[src/core/bwt_pkg.sv]
// Purpose: shared constants and types of the base tick watchdog timer
// Assumes: 100 MHz mclk, APB with 32-bit data, index-based register map
// Notes: byte address of a register is four times its index
package bwt_pkg;

  // -----------------------------------------------
  // register map (indices)
  // -----------------------------------------------
  localparam logic [7:0] BWT_IDX_CTRL = 8'hD3;
  localparam logic [7:0] BWT_IDX_COUNT = 8'hFD;
  localparam logic [7:0] BWT_IDX_STAT = 8'hE0;
  localparam logic [7:0] BWT_IDX_MASK = 8'hE1;

  // -----------------------------------------------
  // reset values and field codes
  // -----------------------------------------------
  localparam logic [7:0] BWT_CTRL_RST = 8'h00;
  localparam logic [7:0] BWT_COUNT_RST = 8'h00;
  localparam logic [2:0] BWT_EV_RST = 3'h0;
  localparam logic [3:0] BWT_WD_OFF_KEY = 4'hA;
  localparam logic [1:0] BWT_SEL_4096 = 2'h0;
  localparam logic [1:0] BWT_SEL_1024 = 2'h1;
  localparam logic [1:0] BWT_SEL_128 = 2'h2;
  localparam int BWT_DIV_SLOW = 4096;
  localparam int BWT_DIV_MID = 1024;
  localparam int BWT_DIV_FAST = 128;
  localparam int BWT_CNT_MSB = 7;

  // event bit positions in status and mask
  localparam int BWT_EV_STAB = 0;
  localparam int BWT_EV_OVF = 1;
  localparam int BWT_EV_WAKE = 2;
  localparam int BWT_EV_W = 3;

  // control register layout
  typedef struct packed {
    logic [3:0] wd_key;
    logic [1:0] div_sel;
    logic clr_cnt;
    logic clr_div;
  } bwt_ctrl_t;

  typedef enum {
    BWT_ST_RSTAB,
    BWT_ST_RUN,
    BWT_ST_STOP,
    BWT_ST_WSTAB
  } bwt_state_t;

endpackage

[src/core/bwt_divider.sv]
// Purpose: prescaler producing the counter tick
// Assumes: division ratios are powers of two
// Notes: tick is one mclk wide, combinational from the stage count
`timescale 1ns/1ps
`default_nettype none
module bwt_divider import bwt_pkg::*; #(
  parameter int DIV_SLOW = BWT_DIV_SLOW,
  parameter int DIV_MID = BWT_DIV_MID,
  parameter int DIV_FAST = BWT_DIV_FAST
) (
  input wire logic mclk, // system clock
  input wire logic rst_n, // synchronised reset
  input wire logic run, // oscillator running
  input wire logic clr, // clear divider stages
  input wire logic [1:0] sel, // division select
  output logic tick // one-cycle tick
);
  localparam int W = $clog2(DIV_SLOW);

  logic [W-1:0] stage;
  logic [W-1:0] next_stage;

  // mask of stages that must all be one for a tick
  function automatic logic [W-1:0] sel_mask(input logic [1:0] s);
    case (s)
      BWT_SEL_4096: sel_mask = W'(DIV_SLOW - 1);
      BWT_SEL_1024: sel_mask = W'(DIV_MID - 1);
      default: sel_mask = W'(DIV_FAST - 1);
    endcase
  endfunction

  // ratio taken from the low stages of one chain
  assign tick = run && ((stage & sel_mask(sel)) == sel_mask(sel));

  // stage chain, frozen while the oscillator is stopped
  always_comb begin
    next_stage = stage;
    if (clr) begin
      next_stage = '0;
    end else if (run) begin
      next_stage = stage + 1'b1;
    end
  end

  always_ff @(posedge mclk or negedge rst_n) begin
    if (!rst_n) begin
      stage <= '0;
    end else begin
      stage <= next_stage;
    end
  end

endmodule
`default_nettype wire

[src/core/bwt_top.sv]
// Purpose: base tick watchdog and oscillator stabilisation timer
// Assumes: APB slave, zero wait states, one clock domain
// Notes: wdt_reset_req is a pulse; the system turns it into arst_n
`timescale 1ns/1ps
`default_nettype none
module bwt_top import bwt_pkg::*; #(
  parameter int DIV_SLOW = BWT_DIV_SLOW,
  parameter int DIV_MID = BWT_DIV_MID,
  parameter int DIV_FAST = BWT_DIV_FAST
) (
  input wire logic mclk, // 100 MHz clock
  input wire logic arst_n, // async reset, low
  input wire logic psel, // apb select
  input wire logic penable, // apb enable
  input wire logic pwrite, // apb direction
  input wire logic [11:0] paddr, // apb byte address
  input wire logic [31:0] pwdata, // apb write data
  output logic [31:0] prdata, // apb read data
  output logic pready, // apb ready
  output logic pslverr, // apb error
  input wire logic stop_enter, // cpu executes stop
  input wire logic ext_wake, // external interrupt
  output logic cpu_clk_en, // cpu clock gate
  output logic stab_done, // stabilisation over
  output logic wdt_reset_req, // system reset request
  output logic irq // level interrupt
);

  // -----------------------------------------------
  // reset release
  // -----------------------------------------------
  logic rst_s1;
  logic rst_n;

  // two stages so the release is clean against mclk
  always_ff @(posedge mclk or negedge arst_n) begin
    if (!arst_n) begin
      rst_s1 <= 1'b0;
      rst_n <= 1'b0;
    end else begin
      rst_s1 <= 1'b1;
      rst_n <= rst_s1;
    end
  end

  // -----------------------------------------------
  // bus decode
  // -----------------------------------------------
  logic setup_ph;
  logic acc_ph;
  logic wr_acc;
  logic [7:0] idx;

  // index of a word address, all ones when the address is not word aligned
  function automatic logic [7:0] reg_idx(input logic [11:0] a);
    if (a[1:0] != 2'h0) begin
      reg_idx = 8'hFF;
    end else begin
      reg_idx = a[9:2];
    end
  endfunction

  // true for the four words this block answers
  function automatic logic reg_hit(input logic [11:0] a);
    logic [7:0] i;
    i = reg_idx(a);
    reg_hit = (a[11:10] == 2'h0) && (a[1:0] == 2'h0) &&
              (i == BWT_IDX_CTRL || i == BWT_IDX_COUNT ||
               i == BWT_IDX_STAT || i == BWT_IDX_MASK);
  endfunction

  assign setup_ph = psel && !penable;
  assign acc_ph = psel && penable;
  assign idx = reg_idx(paddr);
  // no wait states: every access ends in its first cycle
  assign pready = 1'b1;
  assign wr_acc = acc_ph && pwrite && reg_hit(paddr);

  // -----------------------------------------------
  // control register
  // -----------------------------------------------
  bwt_ctrl_t ctrl;
  bwt_ctrl_t next_ctrl;
  bwt_ctrl_t wr_ctrl;
  logic ctrl_wr;
  logic sw_clr_cnt;
  logic sw_clr_div;
  logic wd_en;

  assign wr_ctrl = bwt_ctrl_t'(pwdata[7:0]);
  assign ctrl_wr = wr_acc && idx == BWT_IDX_CTRL;
  // clear bits are strobes, never stored
  assign sw_clr_cnt = ctrl_wr && wr_ctrl.clr_cnt;
  assign sw_clr_div = ctrl_wr && wr_ctrl.clr_div;
  // only the exact key turns the watchdog off
  assign wd_en = ctrl.wd_key != BWT_WD_OFF_KEY;

  // key and divider field written, strobes read back zero
  always_comb begin
    next_ctrl = ctrl;
    if (ctrl_wr) begin
      next_ctrl.wd_key = wr_ctrl.wd_key;
      next_ctrl.div_sel = wr_ctrl.div_sel;
    end
    next_ctrl.clr_cnt = 1'b0;
    next_ctrl.clr_div = 1'b0;
  end

  always_ff @(posedge mclk or negedge rst_n) begin
    if (!rst_n) begin
      ctrl <= bwt_ctrl_t'(BWT_CTRL_RST);
    end else begin
      ctrl <= next_ctrl;
    end
  end

  // -----------------------------------------------
  // operating state
  // -----------------------------------------------
  bwt_state_t state;
  bwt_state_t next_state;
  logic [7:0] count;
  logic stab_hit;
  logic wake_go;
  logic run_osc;
  logic [1:0] eff_sel;
  logic next_cpu_clk_en;

  // stabilisation ends on the top counter bit
  assign stab_hit = (state == BWT_ST_RSTAB || state == BWT_ST_WSTAB) &&
                    count[BWT_CNT_MSB];
  assign wake_go = state == BWT_ST_STOP && ext_wake;
  // oscillator is off during stop, so nothing counts
  assign run_osc = state != BWT_ST_STOP;
  // reset stabilisation ignores the control field
  assign eff_sel = (state == BWT_ST_RSTAB) ? BWT_SEL_4096 : ctrl.div_sel;

  always_comb begin
    next_state = state;
    case (state)
      BWT_ST_RSTAB: begin
        if (stab_hit) begin
          next_state = BWT_ST_RUN;
        end
      end
      BWT_ST_RUN: begin
        if (stop_enter) begin
          next_state = BWT_ST_STOP;
        end
      end
      BWT_ST_STOP: begin
        if (wake_go) begin
          next_state = BWT_ST_WSTAB;
        end
      end
      BWT_ST_WSTAB: begin
        if (stab_hit) begin
          next_state = BWT_ST_RUN;
        end
      end
      default: begin
        next_state = BWT_ST_RSTAB;
      end
    endcase
    next_cpu_clk_en = next_state == BWT_ST_RUN;
  end

  // a system reset always begins with stabilisation
  always_ff @(posedge mclk or negedge rst_n) begin
    if (!rst_n) begin
      state <= BWT_ST_RSTAB;
      cpu_clk_en <= 1'b0;
    end else begin
      state <= next_state;
      cpu_clk_en <= next_cpu_clk_en;
    end
  end

  // -----------------------------------------------
  // prescaler and counter
  // -----------------------------------------------
  logic tick;
  logic [7:0] next_count;
  logic ovf;
  logic next_wdt_req;
  logic next_stab_done;

  bwt_divider #(
    .DIV_SLOW(DIV_SLOW),
    .DIV_MID(DIV_MID),
    .DIV_FAST(DIV_FAST)
  ) u_div (
    .mclk(mclk),
    .rst_n(rst_n),
    .run(run_osc),
    .clr(sw_clr_div || wake_go),
    .sel(eff_sel),
    .tick(tick)
  );

  // overflow out of bit 7 only counts once code runs
  assign ovf = tick && count == 8'hFF && state == BWT_ST_RUN;

  // software clear beats a tick in the same cycle
  always_comb begin
    next_count = count;
    if (sw_clr_cnt || wake_go) begin
      next_count = 8'h00;
    end else if (tick) begin
      next_count = count + 8'h01;
    end
    next_wdt_req = ovf && wd_en;
    next_stab_done = stab_hit;
  end

  always_ff @(posedge mclk or negedge rst_n) begin
    if (!rst_n) begin
      count <= BWT_COUNT_RST;
      wdt_reset_req <= 1'b0;
      stab_done <= 1'b0;
    end else begin
      count <= next_count;
      wdt_reset_req <= next_wdt_req;
      stab_done <= next_stab_done;
    end
  end

  // -----------------------------------------------
  // event status, mask and interrupt
  // -----------------------------------------------
  logic [BWT_EV_W-1:0] stat;
  logic [BWT_EV_W-1:0] mask;
  logic [BWT_EV_W-1:0] ev;
  logic [BWT_EV_W-1:0] next_stat;
  logic [BWT_EV_W-1:0] next_mask;
  logic next_irq;

  assign ev[BWT_EV_STAB] = stab_hit;
  assign ev[BWT_EV_OVF] = ovf;
  assign ev[BWT_EV_WAKE] = wake_go;

  // write-one-to-clear; a new event wins over the clear
  always_comb begin
    next_stat = stat;
    next_mask = mask;
    if (wr_acc && idx == BWT_IDX_STAT) begin
      next_stat = stat & ~pwdata[BWT_EV_W-1:0];
    end
    if (wr_acc && idx == BWT_IDX_MASK) begin
      next_mask = pwdata[BWT_EV_W-1:0];
    end
    next_stat = next_stat | ev;
    next_irq = |(next_stat & next_mask);
  end

  always_ff @(posedge mclk or negedge rst_n) begin
    if (!rst_n) begin
      stat <= BWT_EV_RST;
      mask <= BWT_EV_RST;
      irq <= 1'b0;
    end else begin
      stat <= next_stat;
      mask <= next_mask;
      irq <= next_irq;
    end
  end

  // -----------------------------------------------
  // read data
  // -----------------------------------------------
  logic [31:0] next_prdata;
  logic next_slverr;

  // sampled in setup so read data is a flop in access
  always_comb begin
    next_prdata = prdata;
    next_slverr = 1'b0;
    if (setup_ph) begin
      next_slverr = !reg_hit(paddr);
      case (reg_idx(paddr))
        BWT_IDX_CTRL: next_prdata = {24'h000000, 8'(ctrl)};
        BWT_IDX_COUNT: next_prdata = {24'h000000, count};
        BWT_IDX_STAT: next_prdata = {29'h0000000, stat};
        BWT_IDX_MASK: next_prdata = {29'h0000000, mask};
        default: next_prdata = 32'h00000000;
      endcase
      if (!reg_hit(paddr)) begin
        next_prdata = 32'h00000000;
      end
    end
  end

  always_ff @(posedge mclk or negedge rst_n) begin
    if (!rst_n) begin
      prdata <= 32'h00000000;
      pslverr <= 1'b0;
    end else begin
      prdata <= next_prdata;
      pslverr <= next_slverr;
    end
  end
endmodule
`default_nettype wire

[config.mk]
export PLATFORM = sky130hd
export DESIGN_NAME = bwt_top
export DESIGN_NICKNAME = d
export VERILOG_FILES = /design/src/core/bwt_pkg.sv /design/src/core/bwt_divider.sv /design/src/core/bwt_top.sv
export SDC_FILE = /design/constraint.sdc
export NUM_CORES = 1
export LEC_CHECK = 0
export BUFFER_PORTS_ARGS = -buffer_cell sky130_fd_sc_hd__buf_2
export CAP_MARGIN = 40
export CORE_ASPECT_RATIO = 0.9
export CORE_UTILIZATION = 59
export CTS_BUF_LIST = sky130_fd_sc_hd__clkbuf_2
export DETAILED_ROUTE_END_ITERATION = 16
export PLACE_DENSITY = 0.88
export SYNTH_ARGS = -nofsm -noshare
export SYNTH_HDL_FRONTEND = slang
export SYNTH_HIERARCHICAL = 1
export SYNTH_SLANG_ARGS = --single-unit
[constraint.sdc]
create_clock -name mclk -period 3.5 [get_ports mclk]
set_input_delay 0.7 -clock mclk [delete_from_list [all_inputs] [get_ports mclk]]
set_output_delay 0.7 -clock mclk [all_outputs]
set_load 0.005 [all_outputs]
* After elaboration in Yosys (flattened, before gate mapping)
Index checks and enable logic that the tools add are counted.
** Cells by class
- Add/subtract/negate cells :: 2
- $mul :: 0
- Divide/modulo/power cells :: 0
- Order comparisons :: 0
- Eq/ne operators :: 20
- Shift operators :: 0
- Multiplexer cells :: 17
- Bitwise logic cells :: 5
- Reductions and logical operators :: 39
** Operators by type and width (count)
- 32-bit by 2-bit == test with 1-bit output, second input constant :: 4
- 32-bit 2-to-1 mux :: 4
- 32-bit one-hot mux with 3 select lines :: 1
- 8-bit == test, second input constant :: 9
- 32-bit by 3-bit == test with 1-bit output, second input constant :: 2
- 32-bit zero test :: 2
- 32-bit by 1-bit == test with 1-bit output, second input constant :: 1
- 8-bit 2-to-1 mux :: 4
- 32-bit by 3-bit inequality test with 1-bit output, second input constant :: 1
- 8-bit one-hot mux with 4 select lines :: 1
- 12-bit 2-to-1 mux :: 2
- 12-bit one-hot mux with 2 select lines :: 1
- 1-bit logical AND :: 18
- 12-bit by 1-bit adder with 12-bit output, second input constant :: 1
- 12-bit bitwise AND :: 1
- 12-bit == test :: 1
- 1-bit logical OR :: 9
- 8-bit by 1-bit adder with 8-bit output, second input constant :: 1
- 3-bit bitwise AND :: 2
- 2-bit zero test :: 3
- 3-bit 2-to-1 mux :: 2
- 2-bit nonzero test :: 3
- 4-bit inequality test, second input constant :: 1
- 3-bit inverter :: 1
- 7 further kinds :: 8
** Word-level totals
- Register bits after elaboration :: 103
- Bits in latches :: 0
- Memory bits (writable) :: 0
- Bits in read-only memories :: 0
- Output and inout bits :: 38
- Memories :: 0

* Longest topological paths before layout
- Depth after elaboration :: 13
- Mapped depth :: 15

* Modules after synthesis
Netlist, hierarchy kept.
** Modules (own cells, without submodules)
- bwt_top :: times used 1, cells an instance 237, area an instance 2837.7 um^2, seq. area each 1676.6 um^2
- bwt_divider :: times used 1, cells an instance 67, area an instance 645.6 um^2, seq. area each 300.3 um^2

* Worst setup path after synthesis
No wires, ideal clock.
- Path kind :: input to register
- Start :: in paddr[1]
- End :: reg u_div.stage[8]
- Setup time :: 78 ps
- Arrival time :: 2797 ps
- Data required time :: 3422 ps
- Path slack :: 625 ps
- Cell stages on the path :: 8
- Cells stage by stage :: or4_4 > nor4_4 > nand3_1 > o31ai_1 > buf_2 > o211ai_1 > or4_1 > a21oi_1
** Between the ends
- Longest elaborated chain between the ends :: 12
- Elaborated cells between the ends (all ways) :: 18
- Classes of those cells :: 4 x eq/ne; 2 x mux; 12 x reduce/logical
** RTL lines
- from (decl) :: RTL line bwt_top.sv:16 : input wire logic [11:0] paddr,
- 2-bit nonzero test :: RTL line bwt_top.sv:56 : if (a[1:0] != 2'h0) begin
- 8-bit 2-to-1 mux :: RTL line bwt_top.sv:56
- 8-bit == test, on equally long branches :: RTL line bwt_top.sv:68, bwt_top.sv:91
- 1-bit logical OR (2 in a row) :: RTL line bwt_top.sv:68 : (i == BWT_IDX_CTRL || i == BWT_IDX_COUNT ||
- 1-bit logical OR :: RTL line bwt_top.sv:69 : i == BWT_IDX_STAT || i == BWT_IDX_MASK);
- 1-bit logical AND :: RTL line bwt_top.sv:67 : reg_hit = (a[11:10] == 2'h0) && (a[1:0] == 2'h0) &&
- 1-bit logical AND :: RTL line bwt_top.sv:77 : assign wr_acc = acc_ph && pwrite && reg_hit(paddr);
- 1-bit logical AND (*) :: RTL line bwt_top.sv:91 : assign ctrl_wr = wr_acc && idx == BWT_IDX_CTRL;
- 1-bit logical AND (*) :: RTL line bwt_top.sv:94 : assign sw_clr_div = ctrl_wr && wr_ctrl.clr_div;
- 1-bit logical OR (*) :: RTL line bwt_top.sv:196 : .clr(sw_clr_div || wake_go),
- 12-bit 2-to-1 mux / 2-bit nonzero test (equally long branches)
- to (signal assigned) :: RTL line bwt_divider.sv:49 : stage <= next_stage;
- to (decl) :: RTL line bwt_divider.sv:20 : logic [W-1:0] stage;
Mark *: on every way between the ends. The rest lies on a longest branch, timed or not.
A chain may end at the register's enable or synchronous reset.

* Final worst setup path
- Start :: reg state[4]
- End :: reg irq
** Between the ends
- Longest elaborated chain between the ends :: 12
- Elaborated cells between the ends (all ways) :: 20
- Classes of those cells :: 6 x eq/ne; 2 x mux; 3 x bitwise; 9 x reduce/logical
** RTL lines
- from (decl) :: RTL line bwt_top.sv:120 : bwt_state_t state;
- from (signal assigned) :: RTL line bwt_top.sv:174 : state <= next_state;
- 32-bit zero test (*) :: RTL line bwt_top.sv:136 : assign eff_sel = (state == BWT_ST_RSTAB) ? BWT_SEL_4096 : ctrl.div_sel;
- 2-bit 2-to-1 mux (*) :: RTL line bwt_top.sv:136
- net eff_sel[0] :: RTL line bwt_top.sv:126 : logic [1:0] eff_sel;
- 2-bit by 1-bit == test with 1-bit output / 2-bit zero test (equally long branches) :: RTL line bwt_divider.sv:25 : case (s)
- 12-bit one-hot mux with 2 select lines (*) :: RTL line bwt_divider.sv:25
- 12-bit bitwise AND :: RTL line bwt_divider.sv:33 : assign tick = run && ((stage & sel_mask(sel)) == sel_mask(sel));
- 12-bit == test (*) :: RTL line bwt_divider.sv:33
- 1-bit logical AND (*) :: RTL line bwt_divider.sv:33
- net tick :: RTL line bwt_top.sv:182 : logic tick;
- 1-bit logical AND (*) (2 in a row) :: RTL line bwt_top.sv:202 : assign ovf = tick && count == 8'hFF && state == BWT_ST_RUN;
- 3-bit OR (*) :: RTL line bwt_top.sv:252 : next_stat = next_stat | ev;
- 3-bit bitwise AND (*) :: RTL line bwt_top.sv:253 : next_irq = |(next_stat & next_mask);
- 3-bit OR reduction (*) :: RTL line bwt_top.sv:253
- net next_irq :: RTL line bwt_top.sv:236 : logic next_irq;
- to (signal assigned) :: RTL line bwt_top.sv:264 : irq <= next_irq;
- to (decl) :: RTL line bwt_top.sv:26 : output logic irq
The timed path passes the listed nets; every way through them passes the cells marked *.

==> flow_metrics.env <==
export IMPL_layout_commonest_cell="dfrtp_1"
export IMPL_grt_pass1_wl_um=10200
export IMPL_synthArstFlopShare=1.00
export IMPL_period_minus_slack_ns=3.14
export IMPL_synth_area_leaders="dfrtp_1, buf_4, nor2_1"
export IMPL_first_iter_violations=184
export IMPL_avgRoutedWirePerCell_um=13.1
export IMPL_synthToLayoutAreaGrowth_pct=12.1
export IMPL_postCtsHoldBufs=1
export IMPL_clkLatencyLatePin_ns=0.49
export IMPL_grt_max_degree=56
export IMPL_synth_edf_count=0
export IMPL_dp_hpwl_um=4440
export IMPL_p_leak_nw=1.80
export IMPL_cts_root_buffer="clkbuf_2"
export IMPL_die_w_um=83.0
export IMPL_rsz0062_at_grt="false"
export IMPL_ys_flop_type="dfrtp_1"
export IMPL_setup_tns_ns=0
export IMPL_crit_arrival_ns=3.54
export IMPL_yosys_warnings=6
export IMPL_hold_viol_final=0
export IMPL_postRouteAntennaNets=0
export IMPL_gr_total_overflow=0
export IMPL_drv_cap=0
export IMPL_routed_wl_um=5940
export IMPL_cts_max_level=3
export IMPL_required_ns=3.90
export IMPL_clkSinkCount=79
export IMPL_cp_start_kind="register"
export IMPL_crit_path_max_fanout=7
export IMPL_maxSlewHeadroom=0.482
export IMPL_synthesis_area_um2=3480
export IMPL_drive_above_1_share=0.214
export IMPL_ir_drop_mv=0.304
export IMPL_critPathTopFamily="simple AND/OR/NAND/NOR gates"
export IMPL_num_io_pins=89
export IMPL_cts_buffer_depth=2
export IMPL_insertedDiodeCount=0
export IMPL_firstDrtPassIters=5
export IMPL_final_nets=432
export IMPL_worst_slew_pin_slew_ns=0.771
export IMPL_numCtsBuffers=9
export IMPL_grt_antenna_before_repair=0
export IMPL_clk_pin_slew_ns=0.23
export IMPL_synth_top_area_frac=0.568
export IMPL_crit_chain="nor4_1 -> nand4_1 -> or2_2 -> nor2_1 -> a21boi_0 -> a21oi_1 -> nor2_1 -> o21a_1 -> and3_1 -> nand4_1 -> or4_1 -> a21boi_0 -> o221ai_1"
export IMPL_cts_setup_buffers=0
export IMPL_crit_slowest_cell="dfrtp_1"
export IMPL_tritoncts="yes"
export IMPL_critical_path_class="reg2reg"
export IMPL_holdCritPathClass="reg2async"
export IMPL_synth_largest_area_cell="dfrtp_1"
export IMPL_drc_errors=0
export IMPL_initial_core_util=0.612
export IMPL_cp_end_kind="register"
export IMPL_via_per_inst=5.28
export IMPL_gp_congestion=0.877
export IMPL_grt_pass1_vias=2219
export IMPL_synth_seq_area_share=0.568
export IMPL_slowest_delay_ns=0.41
export IMPL_portBuffers=39
export IMPL_vias=2398
export IMPL_power_density_nw_per_um2=394
export IMPL_die_area_um2=6220
export IMPL_synth_cell_types=54
export IMPL_cts_resized_gates=0
export IMPL_ys_ff_latch=79
export IMPL_setup_violations=0
export IMPL_slew_viol_final=0
export IMPL_syn_avg_cell_area_um2=11.5
export IMPL_die_h_um=74.9
export IMPL_finalCritPeriodShare=0.897
export IMPL_place_area_um2=3780
export IMPL_grt_use_total=0.213
export IMPL_fmax_mhz=318
export IMPL_row_count=26
export IMPL_finClkSkew_ns=0.0286
export IMPL_stdcell_area_um2=3910
export IMPL_final_cell_mix="dfrtp_1, conb_1, buf_2, nor2_1, nand2_1"
export IMPL_outcome="completed"
export IMPL_syn_instance_count=304
export IMPL_crit_buf_inv=0
export IMPL_core_region_area_um2=5690
## layer usage
metal,vias up,GRT usage,wire (um)
li1,1166,-,-
met1,1138,0.297,2690
met2,86,0.321,2830
met3,8,0.0493,335
met4,0,0.109,82
met5,-,0,0
## stage by stage
step           hold slack (ns)  worst slack (ns)  power [mW]   util  instances
2_1_floorplan            0.331             0.625        1.06      -        358
3_3_place_gp             0.240             0.344        1.07  0.664        437
3_5_place_dp             0.243             0.330        1.07  0.664        437
4_1_cts                  0.254             0.373        1.55  0.686        454
5_1_grt                  0.276            0.0276        1.61  0.686        454
6_report                 0.213             0.360        1.54  0.686        454
## worst register-to-register path: stages, from the launching register on
cell and delay [ns]:
dfrtp_1 0.41, nor4_1 0.32, nand4_1 0.21, or2_2 0.40, nor2_1 0.21, a21boi_0 0.12
a21oi_1 0.13, nor2_1 0.05, o21a_1 0.24, and3_1 0.20, nand4_1 0.15, or4_1 0.20
a21boi_0 0.27, o221ai_1 0.15
## power by group
part | switching (mW) | internal, mW | leakage (nW) | total, mW
logic | 0.0510 | 0.0271 | 0.790 | 0.0781
registers | 0.0299 | 0.946 | 0.940 | 0.976
clock network | 0.310 | 0.174 | 0.0710 | 0.484
total | 0.391 | 1.15 | 1.80 | 1.54
## kinds of logic after synthesis
logic type                 synth area share
muxes                                0.0370
xor gates and xnor gates             0.0302
buffers and inverters                0.0754
DFF                                   0.568
adders and majority gates           0.00718
other                               0.00216
AOI/OAI and AO/OA                     0.107
and+or+nand+nor                       0.174
## sequential cells by signal, summed over array words and instances (netlist names)
signal	cells
count	8
cpu_clk_en	1
ctrl	6
irq	1
mask	3
prdata	8
pslverr	1
rst_n	1
rst_s1	1
stab_done	1
stat	3
state	32
u_div/stage	12
wdt_reset_req	1
## cell type report
class | count | area [um^2]
flip-flops and latches | 79 | 1980
inverters | 9 | 33.8
multi-input cells | 235 | 1450
well taps | 70 | 87.6
repair buffers | 45 | 243
clock buffers | 10 | 50.0
fillers | 431 | 1790
clock inverters | 6 | 67.6
## path summary, 6_finish.rpt
path	from	end	slack [ns]	cells past startpoint
worst max-delay path	state[4]$_DFF_PN0_	irq$_DFF_PN0_	0.36	13
worst min-delay path	rst_n$_DFF_PN0_	prdata[1]$_DFFE_PN0P_	0.21	0
worst max register to register	state[4]$_DFF_PN0_	irq$_DFF_PN0_	0.36	13
worst min register to register	rst_n$_DFF_PN0_	prdata[1]$_DFFE_PN0P_	0.21	0
max in group asynchronous	rst_n$_DFF_PN0_	state[3]$_DFF_PN0_	2.26	1
min in group mclk	rst_s1$_DFF_PN0_	rst_n$_DFF_PN0_	0.38	0
## cells in the mapped netlist, types with 3 or more instances
cell type  count
or4_1          5
nand4_1       10
o21ai_0        3
inv_1          9
nand2_1       22
clkbuf_1       6
nor2_1        24
xnor2_1        5
buf_4         25
mux2_2         7
a22oi_1        6
nor2b_1        3
a21oi_1        9
nor4_1        10
buf_2          3
xor2_1         7
nand3_1        8
dfrtp_1       79
o31ai_1       10
mux2i_1        5
a21boi_0       3
Note: power is estimated with default switching activity, not from simulation.
